==> src/shared/lineout_pkg.sv <==
// Shared constants for the line output stage enable register and its host
package lineout_pkg;
    // Register map
    localparam logic [7:0] STAGE_CTRL_OFS   = 8'h5e;
    localparam logic [7:0] STAGE_CTRL_RESET = 8'h00;
    // Field positions, left channel in the upper nibble
    localparam int LEFT_SHORT_REMOVE_BIT  = 7;
    localparam int LEFT_FINAL_STAGE_BIT   = 6;
    localparam int LEFT_MIDDLE_STAGE_BIT  = 5;
    localparam int LEFT_FIRST_STAGE_BIT   = 4;
    localparam int RIGHT_SHORT_REMOVE_BIT = 3;
    localparam int RIGHT_FINAL_STAGE_BIT  = 2;
    localparam int RIGHT_MIDDLE_STAGE_BIT = 1;
    localparam int RIGHT_FIRST_STAGE_BIT  = 0;
    // Offsets of each field within a channel nibble
    localparam int FIRST_OFS  = 0;
    localparam int MIDDLE_OFS = 1;
    localparam int FINAL_OFS  = 2;
    localparam int SHORT_OFS  = 3;
    localparam int LEFT_NIBBLE_BASE  = 4;
    localparam int RIGHT_NIBBLE_BASE = 0;
    localparam logic [7:0] LEFT_NIBBLE_MASK  = 8'hf0;
    localparam logic [7:0] RIGHT_NIBBLE_MASK = 8'h0f;
    // Timing
    localparam int CLK_PERIOD_NS  = 10;
    localparam int STAGE_GAP_US   = 20;
    localparam int STAGE_GAP_CYC  = (STAGE_GAP_US * 1000 + CLK_PERIOD_NS - 1) / CLK_PERIOD_NS;
    localparam int GAP_CNT_W      = 12;
endpackage

==> src/shared/lineout_if.sv <==
// Control write port between the host controller and the stage register
`timescale 1ns/10ps
`default_nettype none
interface lineout_if;
    logic       wr_en;
    logic [7:0] addr;
    logic [7:0] wr_data;
    logic [7:0] rd_data;

    modport device (
        input  wr_en,
        input  addr,
        input  wr_data,
        output rd_data
    );
    modport host (
        output wr_en,
        output addr,
        output wr_data,
        input  rd_data
    );
endinterface
`default_nettype wire

==> src/logic/stage_gap_timer.sv <==
// Minimum gap timer between stage enable writes
`timescale 1ns/10ps
`default_nettype none
module stage_gap_timer (
    // Clock and reset
    input  wire logic core_clk,
    input  wire logic reset,
    // Control
    input  wire logic start,
    output logic      elapsed
);
    import lineout_pkg::*;

    logic [GAP_CNT_W-1:0] count_ff;
    logic [GAP_CNT_W-1:0] nxt_count;
    logic                 elapsed_ff;
    logic                 nxt_elapsed;

    // Reload on start, count down to zero
    always_comb begin
        nxt_count   = count_ff;
        nxt_elapsed = elapsed_ff;
        if (start) begin
            nxt_count   = GAP_CNT_W'(STAGE_GAP_CYC - 1);
            nxt_elapsed = 1'b0;
        end else if (count_ff != '0) begin
            nxt_count = count_ff - 1'b1;
        end else begin
            nxt_elapsed = 1'b1;
        end
    end

    always_ff @(posedge core_clk) begin
        if (reset) begin
            count_ff   <= '0;
            elapsed_ff <= 1'b0;
        end else begin
            count_ff   <= nxt_count;
            elapsed_ff <= nxt_elapsed;
        end
    end

    assign elapsed = elapsed_ff;
endmodule
`default_nettype wire

==> src/logic/lineout_host.sv <==
// Host controller that sequences line output stage power up and down
// Notes on behaviour
// Bit 7 removes the left output short
// Bit 3 removes the right output short
// Bits 6 and 2 enable output stages
// Bits 5 and 1 enable intermediate stages
// Bits 4 and 0 enable input stages
// Input stage enable is written first
// Intermediate stage after path configured, before offset cancel
// Left: 20 us between input and intermediate
// Right: 20 us between input and intermediate
// Output stage only after offset cancel scheduled
// Short removal is the final write
// Gap counted on own clock, rounded up
`timescale 1ns/10ps
`default_nettype none
module lineout_host (
    // Clock and reset
    input  wire logic   core_clk,
    input  wire logic   reset,
    // Register port towards the device
    lineout_if.host     bus,
    // Sequence requests
    input  wire logic   up_req,
    input  wire logic   down_req,
    input  wire logic   chan_right,
    // Signal path and offset cancellation handshake
    input  wire logic   path_ready,
    output logic        dcs_req,
    input  wire logic   dcs_sched,
    // Status
    output logic        busy,
    output logic        done,
    output logic        readback_err
);
    import lineout_pkg::*;

    typedef enum logic [7:0] {
        ST_IDLE   = 8'h01,
        ST_FIRST  = 8'h02,
        ST_GAP    = 8'h04,
        ST_MIDDLE = 8'h08,
        ST_DCS    = 8'h10,
        ST_FINAL  = 8'h20,
        ST_SHORT  = 8'h40,
        ST_DOWN   = 8'h80
    } host_state_type;

    host_state_type state_ff;
    host_state_type nxt_state;
    logic [7:0]     shadow_ff;
    logic [7:0]     nxt_shadow;
    logic           wr_en_ff;
    logic           nxt_wr_en;
    logic [7:0]     wr_data_ff;
    logic [7:0]     nxt_wr_data;
    logic           right_ff;
    logic           nxt_right;
    logic           dcs_req_ff;
    logic           nxt_dcs_req;
    logic           done_ff;
    logic           nxt_done;
    logic           err_ff;
    logic           nxt_err;
    logic           settle_ff;
    logic           nxt_settle;
    logic           gap_start;
    logic           gap_elapsed;
    logic [2:0]     base;

    // The same timer serves both channels, since one sequence runs at a time
    stage_gap_timer i_stage_gap_timer (
        .core_clk (core_clk),
        .reset    (reset),
        .start    (gap_start),
        .elapsed  (gap_elapsed)
    );

    // Nibble base of the channel in progress
    assign base = right_ff ? 3'(RIGHT_NIBBLE_BASE) : 3'(LEFT_NIBBLE_BASE);

    // Sequence engine, one register write per step
    always_comb begin
        nxt_state   = state_ff;
        nxt_shadow  = shadow_ff;
        nxt_wr_en   = 1'b0;
        nxt_wr_data = wr_data_ff;
        nxt_right   = right_ff;
        nxt_dcs_req = 1'b0;
        nxt_done    = 1'b0;
        gap_start   = 1'b0;
        unique case (state_ff)
            ST_IDLE: begin
                nxt_right = chan_right;
                if (down_req) begin
                    nxt_state = ST_DOWN;
                end else if (up_req) begin
                    nxt_state = ST_FIRST;
                end
            end
            ST_FIRST: begin
                // input stage first
                nxt_shadow[base + 3'(FIRST_OFS)] = 1'b1;
                nxt_wr_en   = 1'b1;
                nxt_wr_data = nxt_shadow;
                // start own-clock gap count
                gap_start   = 1'b1;
                nxt_state   = ST_GAP;
            end
            ST_GAP: begin
                // hold intermediate until 20 us
                // and until the path is configured
                if (gap_elapsed && path_ready) begin
                    nxt_state = ST_MIDDLE;
                end
            end
            ST_MIDDLE: begin
                // intermediate stage on
                nxt_shadow[base + 3'(MIDDLE_OFS)] = 1'b1;
                nxt_wr_en   = 1'b1;
                nxt_wr_data = nxt_shadow;
                // offset cancel only after intermediate
                nxt_dcs_req = 1'b1;
                nxt_state   = ST_DCS;
            end
            ST_DCS: begin
                // wait for offset cancel schedule
                if (dcs_sched) begin
                    nxt_state = ST_FINAL;
                end
            end
            ST_FINAL: begin
                // output stage on
                nxt_shadow[base + 3'(FINAL_OFS)] = 1'b1;
                nxt_wr_en   = 1'b1;
                nxt_wr_data = nxt_shadow;
                nxt_state   = ST_SHORT;
            end
            ST_SHORT: begin
                // short removal last
                nxt_shadow[base + 3'(SHORT_OFS)] = 1'b1;
                nxt_wr_en   = 1'b1;
                nxt_wr_data = nxt_shadow;
                nxt_done    = 1'b1;
                nxt_state   = ST_IDLE;
            end
            ST_DOWN: begin
                // All four bits of the channel drop in one write
                nxt_shadow  = shadow_ff &
                              (right_ff ? LEFT_NIBBLE_MASK : RIGHT_NIBBLE_MASK);
                nxt_wr_en   = 1'b1;
                nxt_wr_data = nxt_shadow;
                nxt_done    = 1'b1;
                nxt_state   = ST_IDLE;
            end
        endcase
    end

    // Readback is checked only once the device has settled after a write
    // A mismatch in the cycle of a taken request still sets the flag
    always_comb begin
        nxt_settle = wr_en_ff;
        nxt_err    = err_ff;
        if (!wr_en_ff && !settle_ff && bus.rd_data != shadow_ff) begin
            nxt_err = 1'b1;
        end else if (state_ff == ST_IDLE && (up_req || down_req)) begin
            nxt_err = 1'b0;
        end
    end

    always_ff @(posedge core_clk) begin
        if (reset) begin
            state_ff   <= ST_IDLE;
            shadow_ff  <= STAGE_CTRL_RESET;
            wr_en_ff   <= 1'b0;
            wr_data_ff <= STAGE_CTRL_RESET;
            right_ff   <= 1'b0;
            dcs_req_ff <= 1'b0;
            done_ff    <= 1'b0;
            err_ff     <= 1'b0;
            settle_ff  <= 1'b1;
        end else begin
            state_ff   <= nxt_state;
            shadow_ff  <= nxt_shadow;
            wr_en_ff   <= nxt_wr_en;
            wr_data_ff <= nxt_wr_data;
            right_ff   <= nxt_right;
            dcs_req_ff <= nxt_dcs_req;
            done_ff    <= nxt_done;
            err_ff     <= nxt_err;
            settle_ff  <= nxt_settle;
        end
    end

    // Outputs
    assign bus.wr_en     = wr_en_ff;
    assign bus.addr      = STAGE_CTRL_OFS;
    assign bus.wr_data   = wr_data_ff;
    assign dcs_req       = dcs_req_ff;
    assign done          = done_ff;
    assign busy          = (state_ff != ST_IDLE);
    assign readback_err  = err_ff;
endmodule
`default_nettype wire

==> src/flat_wrapper.sv <==
// flat-port wrapper written by rule: the top's interface ports become plain ports
module lineout_host_flat import lineout_pkg::*;
  (core_clk, reset, up_req, down_req, chan_right, path_ready, dcs_req, dcs_sched, busy, done, readback_err, bus_wr_en, bus_addr, bus_wr_data, bus_rd_data);
  lineout_if bus_i ();
  input  wire logic core_clk;
  input  wire logic reset;
  input  wire logic up_req;
  input  wire logic down_req;
  input  wire logic chan_right;
  input  wire logic path_ready;
  output logic dcs_req;
  input  wire logic dcs_sched;
  output logic busy;
  output logic done;
  output logic readback_err;
  output wire logic [$bits(bus_i.wr_en)-1:0] bus_wr_en;
  output wire logic [$bits(bus_i.addr)-1:0] bus_addr;
  output wire logic [$bits(bus_i.wr_data)-1:0] bus_wr_data;
  input wire logic [$bits(bus_i.rd_data)-1:0] bus_rd_data;
  assign bus_wr_en = bus_i.wr_en;
  assign bus_addr = bus_i.addr;
  assign bus_wr_data = bus_i.wr_data;
  assign bus_i.rd_data = bus_rd_data;
  lineout_host u_core (.core_clk(core_clk), .reset(reset), .bus(bus_i), .up_req(up_req), .down_req(down_req), .chan_right(chan_right), .path_ready(path_ready), .dcs_req(dcs_req), .dcs_sched(dcs_sched), .busy(busy), .done(done), .readback_err(readback_err));
endmodule
==> config.mk <==
export PLATFORM = sky130hd
export DESIGN_NAME = lineout_host_flat
export DESIGN_NICKNAME = d
export VERILOG_FILES = /design/src/shared/lineout_pkg.sv /design/src/shared/lineout_if.sv /design/src/logic/stage_gap_timer.sv /design/src/logic/lineout_host.sv /design/src/flat_wrapper.sv
export SDC_FILE = /design/constraint.sdc
export NUM_CORES = 1
export LEC_CHECK = 0
export ABC_AREA = 1
export BUFFER_PORTS_ARGS = -buffer_cell sky130_fd_sc_hd__buf_2
export CELL_PAD_IN_SITES_DETAIL_PLACEMENT = 1
export CELL_PAD_IN_SITES_GLOBAL_PLACEMENT = 1
export CORE_MARGIN = 2
export CORE_UTILIZATION = 44
export CTS_BUF_LIST = sky130_fd_sc_hd__clkbuf_2 sky130_fd_sc_hd__clkbuf_4 sky130_fd_sc_hd__clkbuf_8
export DETAILED_ROUTE_END_ITERATION = 8
export HOLD_SLACK_MARGIN = 0.02
export PLACE_DENSITY = 0.94
export SETUP_SLACK_MARGIN = 0.02
export SLEW_MARGIN = 0
export SYNTH_ARGS = -nofsm -noshare
export SYNTH_HDL_FRONTEND = slang
export SYNTH_SLANG_ARGS = --single-unit
==> constraint.sdc <==
create_clock -name core_clk -period 3.1 [get_ports core_clk]
set_clock_uncertainty 0.05 [all_clocks]
set_input_delay 0.62 -clock core_clk [delete_from_list [all_inputs] [get_ports core_clk]]
set_output_delay 0.62 -clock core_clk [all_outputs]
set_load 0.05 [all_outputs]
==> impl_metrics.py, run 1 <==
metrics = {
    "outcome": {
        "status": "complete, no violations",
    },
    "final_layout": {
        "finalNetCount": 303,
        "multi_input_area_um2": 982,
        "final_util": 0.527,
        "synthToLayoutAreaGrowth_pct": 15.0,
        "diodes": 0,
        "fillers": 522,
        "layout-drive-gt1-share": 0.251,
        "register_area_um2": 701,
    },
    "timing": {
        "fin_crit_ns": 1.94,
        "hold_viol": 0,
        "period_share": 0.626,
        "setup_tns_ns": 0,
        "drv_slew": 0,
        "hold_ws_ns": 0.423,
        "fmaxAchievable_mhz": 516,
        "setup_viol": 0,
        "rsz0062_at_grt": "no",
    },
    "synthesis": {
        "avgSynthCellArea_um2": 7.18,
        "yosysSeqAreaShare": 0.380,
        "ys.flop_type": "dfxtp_1",
        "synth_seq_cells": 35,
        "synthesis.area_um2": 1850,
        "async_flop_share": 0,
        "synth_cell_types": 31,
        "synth-edff-count": 0,
        "yosys_warnings": 0,
        "synthCells": 257,
    },
    "detailed_routing": {
        "drt-vias-per-instance": 5.09,
        "dr.pass1.iters": 4,
        "drt_iter0_drc": 93,
        "drc": 0,
        "routed_wl_um": 4710,
        "wl_per_cell_um": 14.0,
        "routed-via-count": 1716,
        "ant_nets": 0,
    },
    "clock_tree": {
        "post_cts_buffers": 0,
        "cts_sinks": 35,
        "clk_pin_slew_worst_paths_ns": 0.08,
        "clkLatencyLatePin_ns": 0.30,
        "cts_max_level": 2,
        "ctsResizeCount": 0,
        "clock_path_buffers": 2,
        "cts_root_buffer": "clkbuf_8",
        "cts_tree": "done",
        "cts_buffers": 5,
        "cts.hold.buffers_added": 0,
    },
    "place": {
        "dpl.hpwl_um": 3510,
        "place_congestion": 0.848,
        "port_buffers": 27,
    },
    "setup_path": {
        "worstPathMaxFanout": 6,
        "cp-end-kind": "output pin",
        "criticalPathCategory": "reg -> out",
        "cp-start-kind": "flip-flop",
        "reg2reg_depth": 7,
        "critical_path_arrival_ns": 1.27,
        "critical_path_required_ns": 2.43,
    },
    "power_and_ir_drop": {
        "power_frac_comb": 0.390,
        "p_int_mw": 1.11,
        "p_sw_frac": 0.397,
        "seq_power_share": 0.336,
        "p_leak_nw": 1.03,
        "ir_worst_vdd_mv": 0.461,
        "power.share.clock": 0.274,
        "p_sw_uw": 728,
        "p_per_area_nw_per_um2": 865,
    },
    "grt": {
        "met3_usage": 0.0341,
        "met2_usage": 0.382,
        "grt_start_max_net_pins": 20,
        "grt.overflow.total": 0,
        "grt_usage": 0.224,
        "busiest_layer": "met2",
        "grt_pass1_wl_um": 7750,
        "grt_pass1_vias": 1712,
        "use_met1": 0.286,
        "antenna_found_initial": 0,
    },
    "floorplan": {
        "core_um2": 4030,
        "rows": 23,
        "die-area_um2": 4730,
        "ios": 36,
        "die_x_um": 68.8,
        "start_util": 0.458,
        "die-height_um": 68.8,
    },
    "hold_path": {
        "hold_depth": 2,
        "hold_class": "reg -> reg",
    },
    "flow_run": {
        "drv_cap": 0,
    },
}
-- registers in the layout (all words and copies together), names as in the netlist --
signal	flops
u_core.i_stage_gap_timer.elapsed	1
u_core.readback_err	1
u_core.i_stage_gap_timer.count_ff	12
u_core.dcs_req	1
u_core.bus.wr_en	1
u_core.done	1
u_core.state_ff	8
u_core.right_ff	1
u_core.shadow_ff	8
u_core.settle_ff	1
-- through the flow --
stage                     instance area (um2)  cells  worst slack [ns]  power [mW]
final                                    2120    337              1.16        1.84
after CTS                                2120    337              1.15        1.85
after detailed placement                 1990    329              1.46        1.33
after global routing                     2120    337              1.08        1.98
after floorplan                          1870    263              1.53        1.18
after global placement                   1990    329              1.51        1.29
-- cells in the final DEF, fill, tap and decap left out, types with 3 or more instances in the layout --
cell type	Yosys	final
xnor2_1	8	8
nand2_1	50	50
buf_2	1	27
conb_1	2	8
inv_1	22	22
a21oi_1	18	18
inv_2	6	6
nor2_1	44	44
clkbuf_8	0	5
dfxtp_1	35	35
nand4_1	3	3
nand3_1	14	14
o21ai_0	5	5
nor2_2	5	5
nand3_2	3	3
nand2_2	10	10
-- metal layers --
layer | up-vias | share of wire
li1 | 847 | -
met2 | 42 | 0.50
met4 | 0 | 0.022
met3 | 10 | 0.043
met5 | - | 0
met1 | 817 | 0.44
-- cells in the mapped netlist, types with 2 or more instances --
cell type / number / area, um2
a21oi_1: 18 / 90.1
a21oi_2: 2 / 17.5
buf_4: 8 / 60.1
conb_1: 2 / 7.51
dfxtp_1: 35 / 701
ha_1: 2 / 25.0
inv_1: 22 / 82.6
inv_2: 6 / 22.5
nand2_1: 50 / 188
nand2_2: 10 / 62.6
nand2_4: 2 / 22.5
nand3_1: 14 / 70.1
nand3_2: 3 / 30.0
nand4_1: 3 / 18.8
nor2_1: 44 / 165
nor2_2: 5 / 31.3
nor2_4: 2 / 22.5
nor3_1: 2 / 10.0
o21ai_0: 5 / 25.0
o21ai_2: 2 / 17.5
or2_2: 2 / 12.5
xnor2_1: 8 / 70.1
xor2_1: 2 / 17.5
-- power by group through the flow --
stage	logic (mW)	clock network (mW)	registers [mW]
after global routing	0.822	0.526	0.630
after global placement	0.671	0	0.623
after CTS	0.721	0.507	0.618
final	0.715	0.503	0.617
after floorplan	0.557	0	0.621
after detailed placement	0.704	0	0.628
-- worst max-delay path, stage by stage, from the launching register on --
cell     delay [ns]
dfxtp_1        0.33
inv_2          0.09
nand2_4        0.08
nor2_8         0.13
nand2_1        0.11
buf_2          0.23
-- cells by family (layout without fill, tap and decap cells) --
kind of cell,after synthesis,count (layout),synth area share
xor gates and xnor gates,10,10,0.0475
AOI/OAI and AO/OA,27,27,0.0814
adders and majority gates,2,2,0.0136
other,2,8,0.00407
buffers and inverters,39,63,0.100
DFF,35,35,0.380
and+or+nand+nor,142,142,0.374
-- worst paths after layout --
kind / slack [ns] / endpoint / startpoint
worst max-delay path: 1.16 / busy / u_core.state_ff[5]
worst min-delay path: 0.42 / u_core.i_stage_gap_timer.elapsed / u_core.i_stage_gap_timer.elapsed
worst max register to register: 1.46 / u_core.i_stage_gap_timer.count_ff[8] / u_core.i_stage_gap_timer.count_ff[0]
worst min register to register: 0.42 / u_core.i_stage_gap_timer.elapsed / u_core.i_stage_gap_timer.elapsed
-- final cells by class --
cell class / instances / area share
clock buffers: 6 / 0.0360
repair buffers: 27 / 0.0637
flip-flops and latches: 35 / 0.330
well taps: 50 / 0.0295
multi-input cells: 189 / 0.463
clock inverters: 2 / 0.0283
inverters: 28 / 0.0495
Note: power is estimated with default switching activity, not from simulation.
==> inputs of run 2 (changes only) <==
--- a/config.mk
+++ b/config.mk
@@ -10,11 +10,11 @@
 export CELL_PAD_IN_SITES_DETAIL_PLACEMENT = 1
 export CELL_PAD_IN_SITES_GLOBAL_PLACEMENT = 1
 export CORE_MARGIN = 2
-export CORE_UTILIZATION = 44
+export CORE_UTILIZATION = 40
 export CTS_BUF_LIST = sky130_fd_sc_hd__clkbuf_2 sky130_fd_sc_hd__clkbuf_4 sky130_fd_sc_hd__clkbuf_8
 export DETAILED_ROUTE_END_ITERATION = 8
 export HOLD_SLACK_MARGIN = 0.02
-export PLACE_DENSITY = 0.94
+export PLACE_DENSITY = 0.87
 export SETUP_SLACK_MARGIN = 0.02
 export SLEW_MARGIN = 0
 export SYNTH_ARGS = -nofsm -noshare
==> constraint.sdc (replaced) <==
create_clock -name core_clk -period 1.9 [get_ports core_clk]
set_clock_uncertainty 0.05 [all_clocks]
set_input_delay 0.38 -clock core_clk [delete_from_list [all_inputs] [get_ports core_clk]]
set_output_delay 0.38 -clock core_clk [all_outputs]
set_load 0.05 [all_outputs]
==> run 2 against run 1 <==
Compared with the run above:
- total power increased by 62%
- highest routed layer unchanged
- critical path depth unchanged
- largest cell class unchanged
- via count shrank 3.3%
- hold slack lost 0.14 ns
- die area is 9.4% higher
- utilization decreased by 4.5 points
- register-to-register slack worse by 1.1 ns
==> impl_metrics.py, run 2 (same netlist as run 1, synthesis figures left out) <==
metrics = {
    "outcome": {
        "status": "complete, no violations",
    },
    "grt": {
        "grt_pass1_wl_um": 7630,
        "grt_start_max_net_pins": 20,
        "grt_pass1_vias": 1701,
        "grt_usage": 0.190,
        "antenna_found_initial": 0,
        "grt.overflow.total": 0,
    },
    "place": {
        "dpl.hpwl_um": 3370,
        "dp.cells": 331,
        "place_congestion": 0.789,
        "place_area_um2": 1990,
        "port_buffers": 27,
    },
    "detailed_routing": {
        "drt_iter0_drc": 70,
        "routed-via-count": 1660,
        "drt-vias-per-instance": 4.90,
        "highest_layer": "met4",
        "routed_wl_um": 4510,
        "drc": 0,
        "dr_wl_met2_um": 2270,
        "met1_length_um": 2030,
        "ant_nets": 0,
        "dr.pass1.iters": 4,
        "dr_wl_met3_um": 139,
        "wl_per_cell_um": 13.3,
    },
    "hold_path": {
        "hold_class": "in -> reg",
    },
    "clock_tree": {
        "cts_tree": "done",
        "cts.hold.buffers_added": 0,
        "cts_sinks": 35,
        "cts_root_buffer": "clkbuf_8",
        "clkLatencyLatePin_ns": 0.29,
        "ctsResizeCount": 0,
        "clock_path_buffers": 2,
        "cts_max_level": 2,
        "cts_buffers": 5,
        "clk_pin_slew_worst_paths_ns": 0.08,
        "post_cts_buffers": 0,
    },
    "final_layout": {
        "layout-drive-gt1-share": 0.251,
        "mostFrequentLayoutCells": "50 x nand2_1, 44 x nor2_1, 35 x dfxtp_1",
        "layout_commonest_cell": "nand2_1",
        "largest_reg_flops": 12,
        "diodes": 0,
        "top_register": "u_core.i_stage_gap_timer.count_ff",
        "top_regs": "u_core.i_stage_gap_timer.count_ff: 12 flops, u_core.shadow_ff: 8 flops, u_core.state_ff: 8 flops",
        "layoutNonFillerInstCount": 339,
        "finalNetCount": 303,
        "synthToLayoutAreaGrowth_pct": 15.1,
        "final_area_um2": 2120,
    },
    "floorplan": {
        "ios": 36,
        "die-area_um2": 5170,
        "rows": 24,
        "die-height_um": 71.9,
        "start_util": 0.418,
        "die_x_um": 71.9,
        "core_um2": 4410,
    },
    "flow_run": {
        "drv_cap": 0,
    },
    "setup_path": {
        "cp-start-kind": "flip-flop",
        "criticalPathCategory": "reg -> out",
        "cp-end-kind": "output pin",
        "worstPathMaxFanout": 6,
        "critical_path_required_ns": 1.47,
        "critical_path_arrival_ns": 1.31,
    },
    "timing": {
        "setup_viol": 0,
        "rsz0062_at_grt": "no",
        "period_share": 0.917,
        "hold_ws_ns": 0.282,
        "fin_crit_ns": 1.74,
        "hold_viol": 0,
        "drv_slew": 0,
        "setup_tns_ns": 0,
        "fmaxAchievable_mhz": 574,
    },
    "power_and_ir_drop": {
        "p_leak_nw": 1.03,
        "p_total_mw": 2.98,
        "p_per_area_nw_per_um2": 1400,
        "ir_worst_vdd_mv": 0.503,
    },
}
## run 2: where the power goes
part	internal, mW	switching, mW	leakage, nW	total (mW)
sequential	0.873	0.141	0.287	1.01
clock	0.539	0.283	0.0688	0.822
combinational	0.396	0.751	0.678	1.15
## run 2: metrics by stage
step	setup WS, ns	util
detailed placement	0.365	0.450
floorplan	0.494	-
global route	0.0251	0.481
CTS	0.145	0.481
finish	0.157	0.481
global placement	0.434	0.450
## run 2: layout make-up
| class | count | area (um2) |
|---|---|---|
| clock inverters | 2 | 60.1 |
| inverters | 28 | 105 |
| flip-flops and latches | 35 | 701 |
| multi-input cells | 189 | 982 |
| well taps | 52 | 65.1 |
| repair buffers | 27 | 135 |
| fillers | 603 | 2290 |
| clock buffers | 6 | 76.3 |
## run 2: routing by layer
metal,global-route usage,vias to the layer above
met1,0.230,778
met3,0.0375,6
li1,-,845
met4,0.0629,0
met5,0,-
met2,0.338,31
## run 2: final timing paths
path	start	to	slack (ns)	cells after the start
setup reg to reg	u_core.i_stage_gap_timer.count_ff[0]	u_core.i_stage_gap_timer.count_ff[0]	0.33	9
setup / recovery	u_core.state_ff[6]	busy	0.16	5
hold reg to reg	u_core.i_stage_gap_timer.elapsed	u_core.i_stage_gap_timer.elapsed	0.43	2
hold / removal	down_req	u_core.state_ff[7]	0.28	3
## run 2: worst max-delay path, stage by stage (launching register included)
cell	delay, ns
dfxtp_1	0.33
inv_2	0.08
nand2_4	0.07
nor2_8	0.15
nand2_1	0.14
buf_2	0.24
==> inputs of run 3 (changes only) <==
--- a/config.mk
+++ b/config.mk
@@ -10,13 +10,14 @@
 export CELL_PAD_IN_SITES_DETAIL_PLACEMENT = 1
 export CELL_PAD_IN_SITES_GLOBAL_PLACEMENT = 1
 export CORE_MARGIN = 2
-export CORE_UTILIZATION = 40
+export CORE_UTILIZATION = 41
 export CTS_BUF_LIST = sky130_fd_sc_hd__clkbuf_2 sky130_fd_sc_hd__clkbuf_4 sky130_fd_sc_hd__clkbuf_8
+export CTS_CLUSTER_DIAMETER = 80
 export DETAILED_ROUTE_END_ITERATION = 8
 export HOLD_SLACK_MARGIN = 0.02
-export PLACE_DENSITY = 0.87
+export PLACE_DENSITY = 0.88
 export SETUP_SLACK_MARGIN = 0.02
-export SLEW_MARGIN = 0
 export SYNTH_ARGS = -nofsm -noshare
 export SYNTH_HDL_FRONTEND = slang
+export SYNTH_HIERARCHICAL = 1
 export SYNTH_SLANG_ARGS = --single-unit
==> run 3 against run 2 <==
Compared with the run above:
- maximum frequency is 2.3% lower
- routed wire length is 1.7% lower
- setup slack got worse by 0.040 ns
- clock power decreased by 33%
- first-iteration DRC count shrank 33%
- global-route usage is 0.052 points lower
- sequential power barely moved
- cell count is 0.59% higher
- total power decreased by 9.4%
- combinational power is essentially flat
- non-clock buffer count unchanged
- sequential share of layout area about the same
- critical path type unchanged
- largest power group unchanged
==> impl_metrics.py, run 3 <==
metrics = {
    "outcome": {
        "status": "complete, no violations",
    },
    "floorplan": {
        "die-height_um": 71.5,
        "start_util": 0.427,
        "rows": 24,
        "die_x_um": 71.5,
        "ios": 36,
        "die-area_um2": 5120,
        "core_um2": 4380,
    },
    "clock_tree": {
        "clk_pin_slew_worst_paths_ns": 0.07,
        "cts_buffers": 5,
        "clkLatencyLatePin_ns": 0.30,
        "post_cts_buffers": 0,
        "cts_max_level": 2,
        "cts_sinks": 35,
        "clock_path_buffers": 2,
        "cts_tree": "done",
        "cts_root_buffer": "clkbuf_8",
        "cts.hold.buffers_added": 0,
    },
    "place": {
        "place_congestion": 0.830,
        "place_area_um2": 2020,
        "port_buffers": 27,
        "dpl.hpwl_um": 3500,
        "dpl_worst_slack_ns": 0.182,
    },
    "grt": {
        "antenna_found_initial": 0,
        "grt_pass1_vias": 1715,
        "grt_start_max_net_pins": 20,
        "grt_usage": 0.190,
        "use_met1": 0.211,
        "grt.overflow.total": 0,
        "met3_usage": 0.0464,
        "grt_pass1_wl_um": 7510,
        "busiest_layer": "met2",
        "met2_usage": 0.343,
    },
    "timing": {
        "rsz0062_at_grt": "no",
        "period_share": 0.938,
        "hold_ws_ns": 0.289,
        "setup_tns_ns": 0,
        "setup_viol": 0,
        "fin_crit_ns": 1.78,
        "hold_viol": 0,
        "drv_slew": 0,
        "fin_ws_ns": 0.117,
        "fmaxAchievable_mhz": 561,
    },
    "detailed_routing": {
        "dr.pass1.iters": 4,
        "routed_wl_um": 4430,
        "wl_per_cell_um": 13.0,
        "ant_nets": 0,
        "drt_iter0_drc": 47,
        "drc": 0,
        "drt-vias-per-instance": 4.94,
        "routed-via-count": 1683,
    },
    "setup_path": {
        "worstPathMaxFanout": 4,
        "critical_path_required_ns": 1.47,
        "cp-start-kind": "flip-flop",
        "slowest_stage": "dfxtp_1",
        "cp-end-kind": "output pin",
        "worstPathCellList": "inv_1, nor3_4, nand2_2, clkbuf_4",
        "cpPeakStageDelay_ns": 0.39,
        "path_buf_inv": 2,
        "critical_path_arrival_ns": 1.35,
        "path_delay_family": "flip-flops",
        "criticalPathCategory": "reg -> out",
    },
    "final_layout": {
        "diodes": 0,
        "largest_reg_flops": 12,
        "layout_commonest_cell": "nand2_1",
        "final_util": 0.484,
        "top_register": "u_core/i_stage_gap_timer/count_ff",
        "mostFrequentLayoutCells": "42 x nand2_1, 35 x nor2_1, 35 x dfxtp_1",
        "layout-drive-gt1-share": 0.249,
        "finalNetCount": 304,
        "synthToLayoutAreaGrowth_pct": 13.5,
        "fillers": 589,
        "multi_input_area_um2": 1000,
        "final_area_um2": 2120,
        "register_area_um2": 701,
    },
    "synthesis": {
        "yosysSeqAreaShare": 0.375,
        "async_flop_share": 0,
        "synth_area_leaders": "dfxtp_1 37%, nand2_1 8.6%, nor2_1 7.0%, inv_1 6.4%, a21oi_1 4.8%",
        "synth_cell_types": 29,
        "yosysTopAreaCellShare": 0.375,
        "synth_commonest_cells": "43 x nand2_1, 35 x dfxtp_1, 35 x nor2_1",
        "yosys_warnings": 6,
        "synthCells": 258,
        "synthesis.area_um2": 1870,
        "synth_seq_cells": 35,
        "synth_top_cell_by_area": "dfxtp_1",
        "ys.flop_type": "dfxtp_1",
        "synth-edff-count": 0,
        "avgSynthCellArea_um2": 7.25,
        "synth_most_common_cell": "nand2_1",
    },
    "power_and_ir_drop": {
        "p_sw_frac": 0.432,
        "p_per_area_nw_per_um2": 1270,
        "p_sw_mw": 1.17,
        "p_leak_nw": 1.02,
        "power.share.clock": 0.204,
        "seq_power_share": 0.375,
        "p_int_mw": 1.53,
        "power_frac_comb": 0.421,
        "ir_worst_vdd_mv": 0.661,
    },
    "flow_run": {
        "drv_cap": 0,
    },
    "hold_path": {
        "hold_class": "in -> reg",
    },
}
## run 3: through the flow
| stage | instances | power [mW] |
|---|---|---|
| 4_1_cts | 341 | 2.72 |
| 5_1_grt | 341 | 2.94 |
| 6_report | 341 | 2.70 |
| 2_1_floorplan | 264 | 1.97 |
| 3_3_place_gp | 333 | 2.12 |
| 3_5_place_dp | 333 | 2.17 |
## run 3: path summary, 6_finish.rpt
check | from | endpoint | slack (ns) | depth (start not counted)
worst max register to register | u_core/i_stage_gap_timer/count_ff[0] | u_core/i_stage_gap_timer/count_ff[1] | 0.19 | 9
worst max-delay path | u_core/state_ff[0] | busy | 0.12 | 4
worst min-delay path | down_req | u_core/state_ff[7] | 0.29 | 3
worst min register to register | u_core/i_stage_gap_timer/count_ff[0] | u_core/i_stage_gap_timer/count_ff[0] | 0.44 | 2
## run 3: area by class of cell
type	count	area share
flip-flops and latches	35	0.330
clock inverters	3	0.00943
clock buffers	5	0.0324
inverters	35	0.0619
multi-input cells	184	0.471
repair buffers	27	0.0648
well taps	52	0.0306
## run 3: cell families after synthesis
kind of cell / after synthesis / synth area share
compound gates: 26 / 0.0749
xor+xnor: 10 / 0.0468
fa+ha+maj: 1 / 0.00669
buf+inv: 45 / 0.110
flops: 35 / 0.375
other cells: 2 / 0.00401
simple gates: 139 / 0.383
## run 3: power groups by stage
stage / sequential [mW] / clock [mW] / combinational (mW)
after global placement: 1.02 / 0 / 1.09
after CTS: 1.01 / 0.568 / 1.14
after global routing: 1.03 / 0.595 / 1.31
final: 1.01 / 0.550 / 1.14
after floorplan: 1.02 / 0 / 0.951
after detailed placement: 1.03 / 0 / 1.14
## run 3: what timing repair did
item	4_1_cts	5_1_grt
endpoints found under the setup margin	1	1
hold endpoints to repair	0	0
cloned	0	0
resized for setup	1	3
## run 3: worst min-delay path: stages
cell	delay, ns
buf_2	0.12
nand2_1	0.06
nor2_1	0.03
## run 3: layer usage
metal	up-vias	share of wire
met3	7	0.032
li1	855	-
met2	22	0.51
met1	799	0.44
met4	0	0.017
met5	-	0
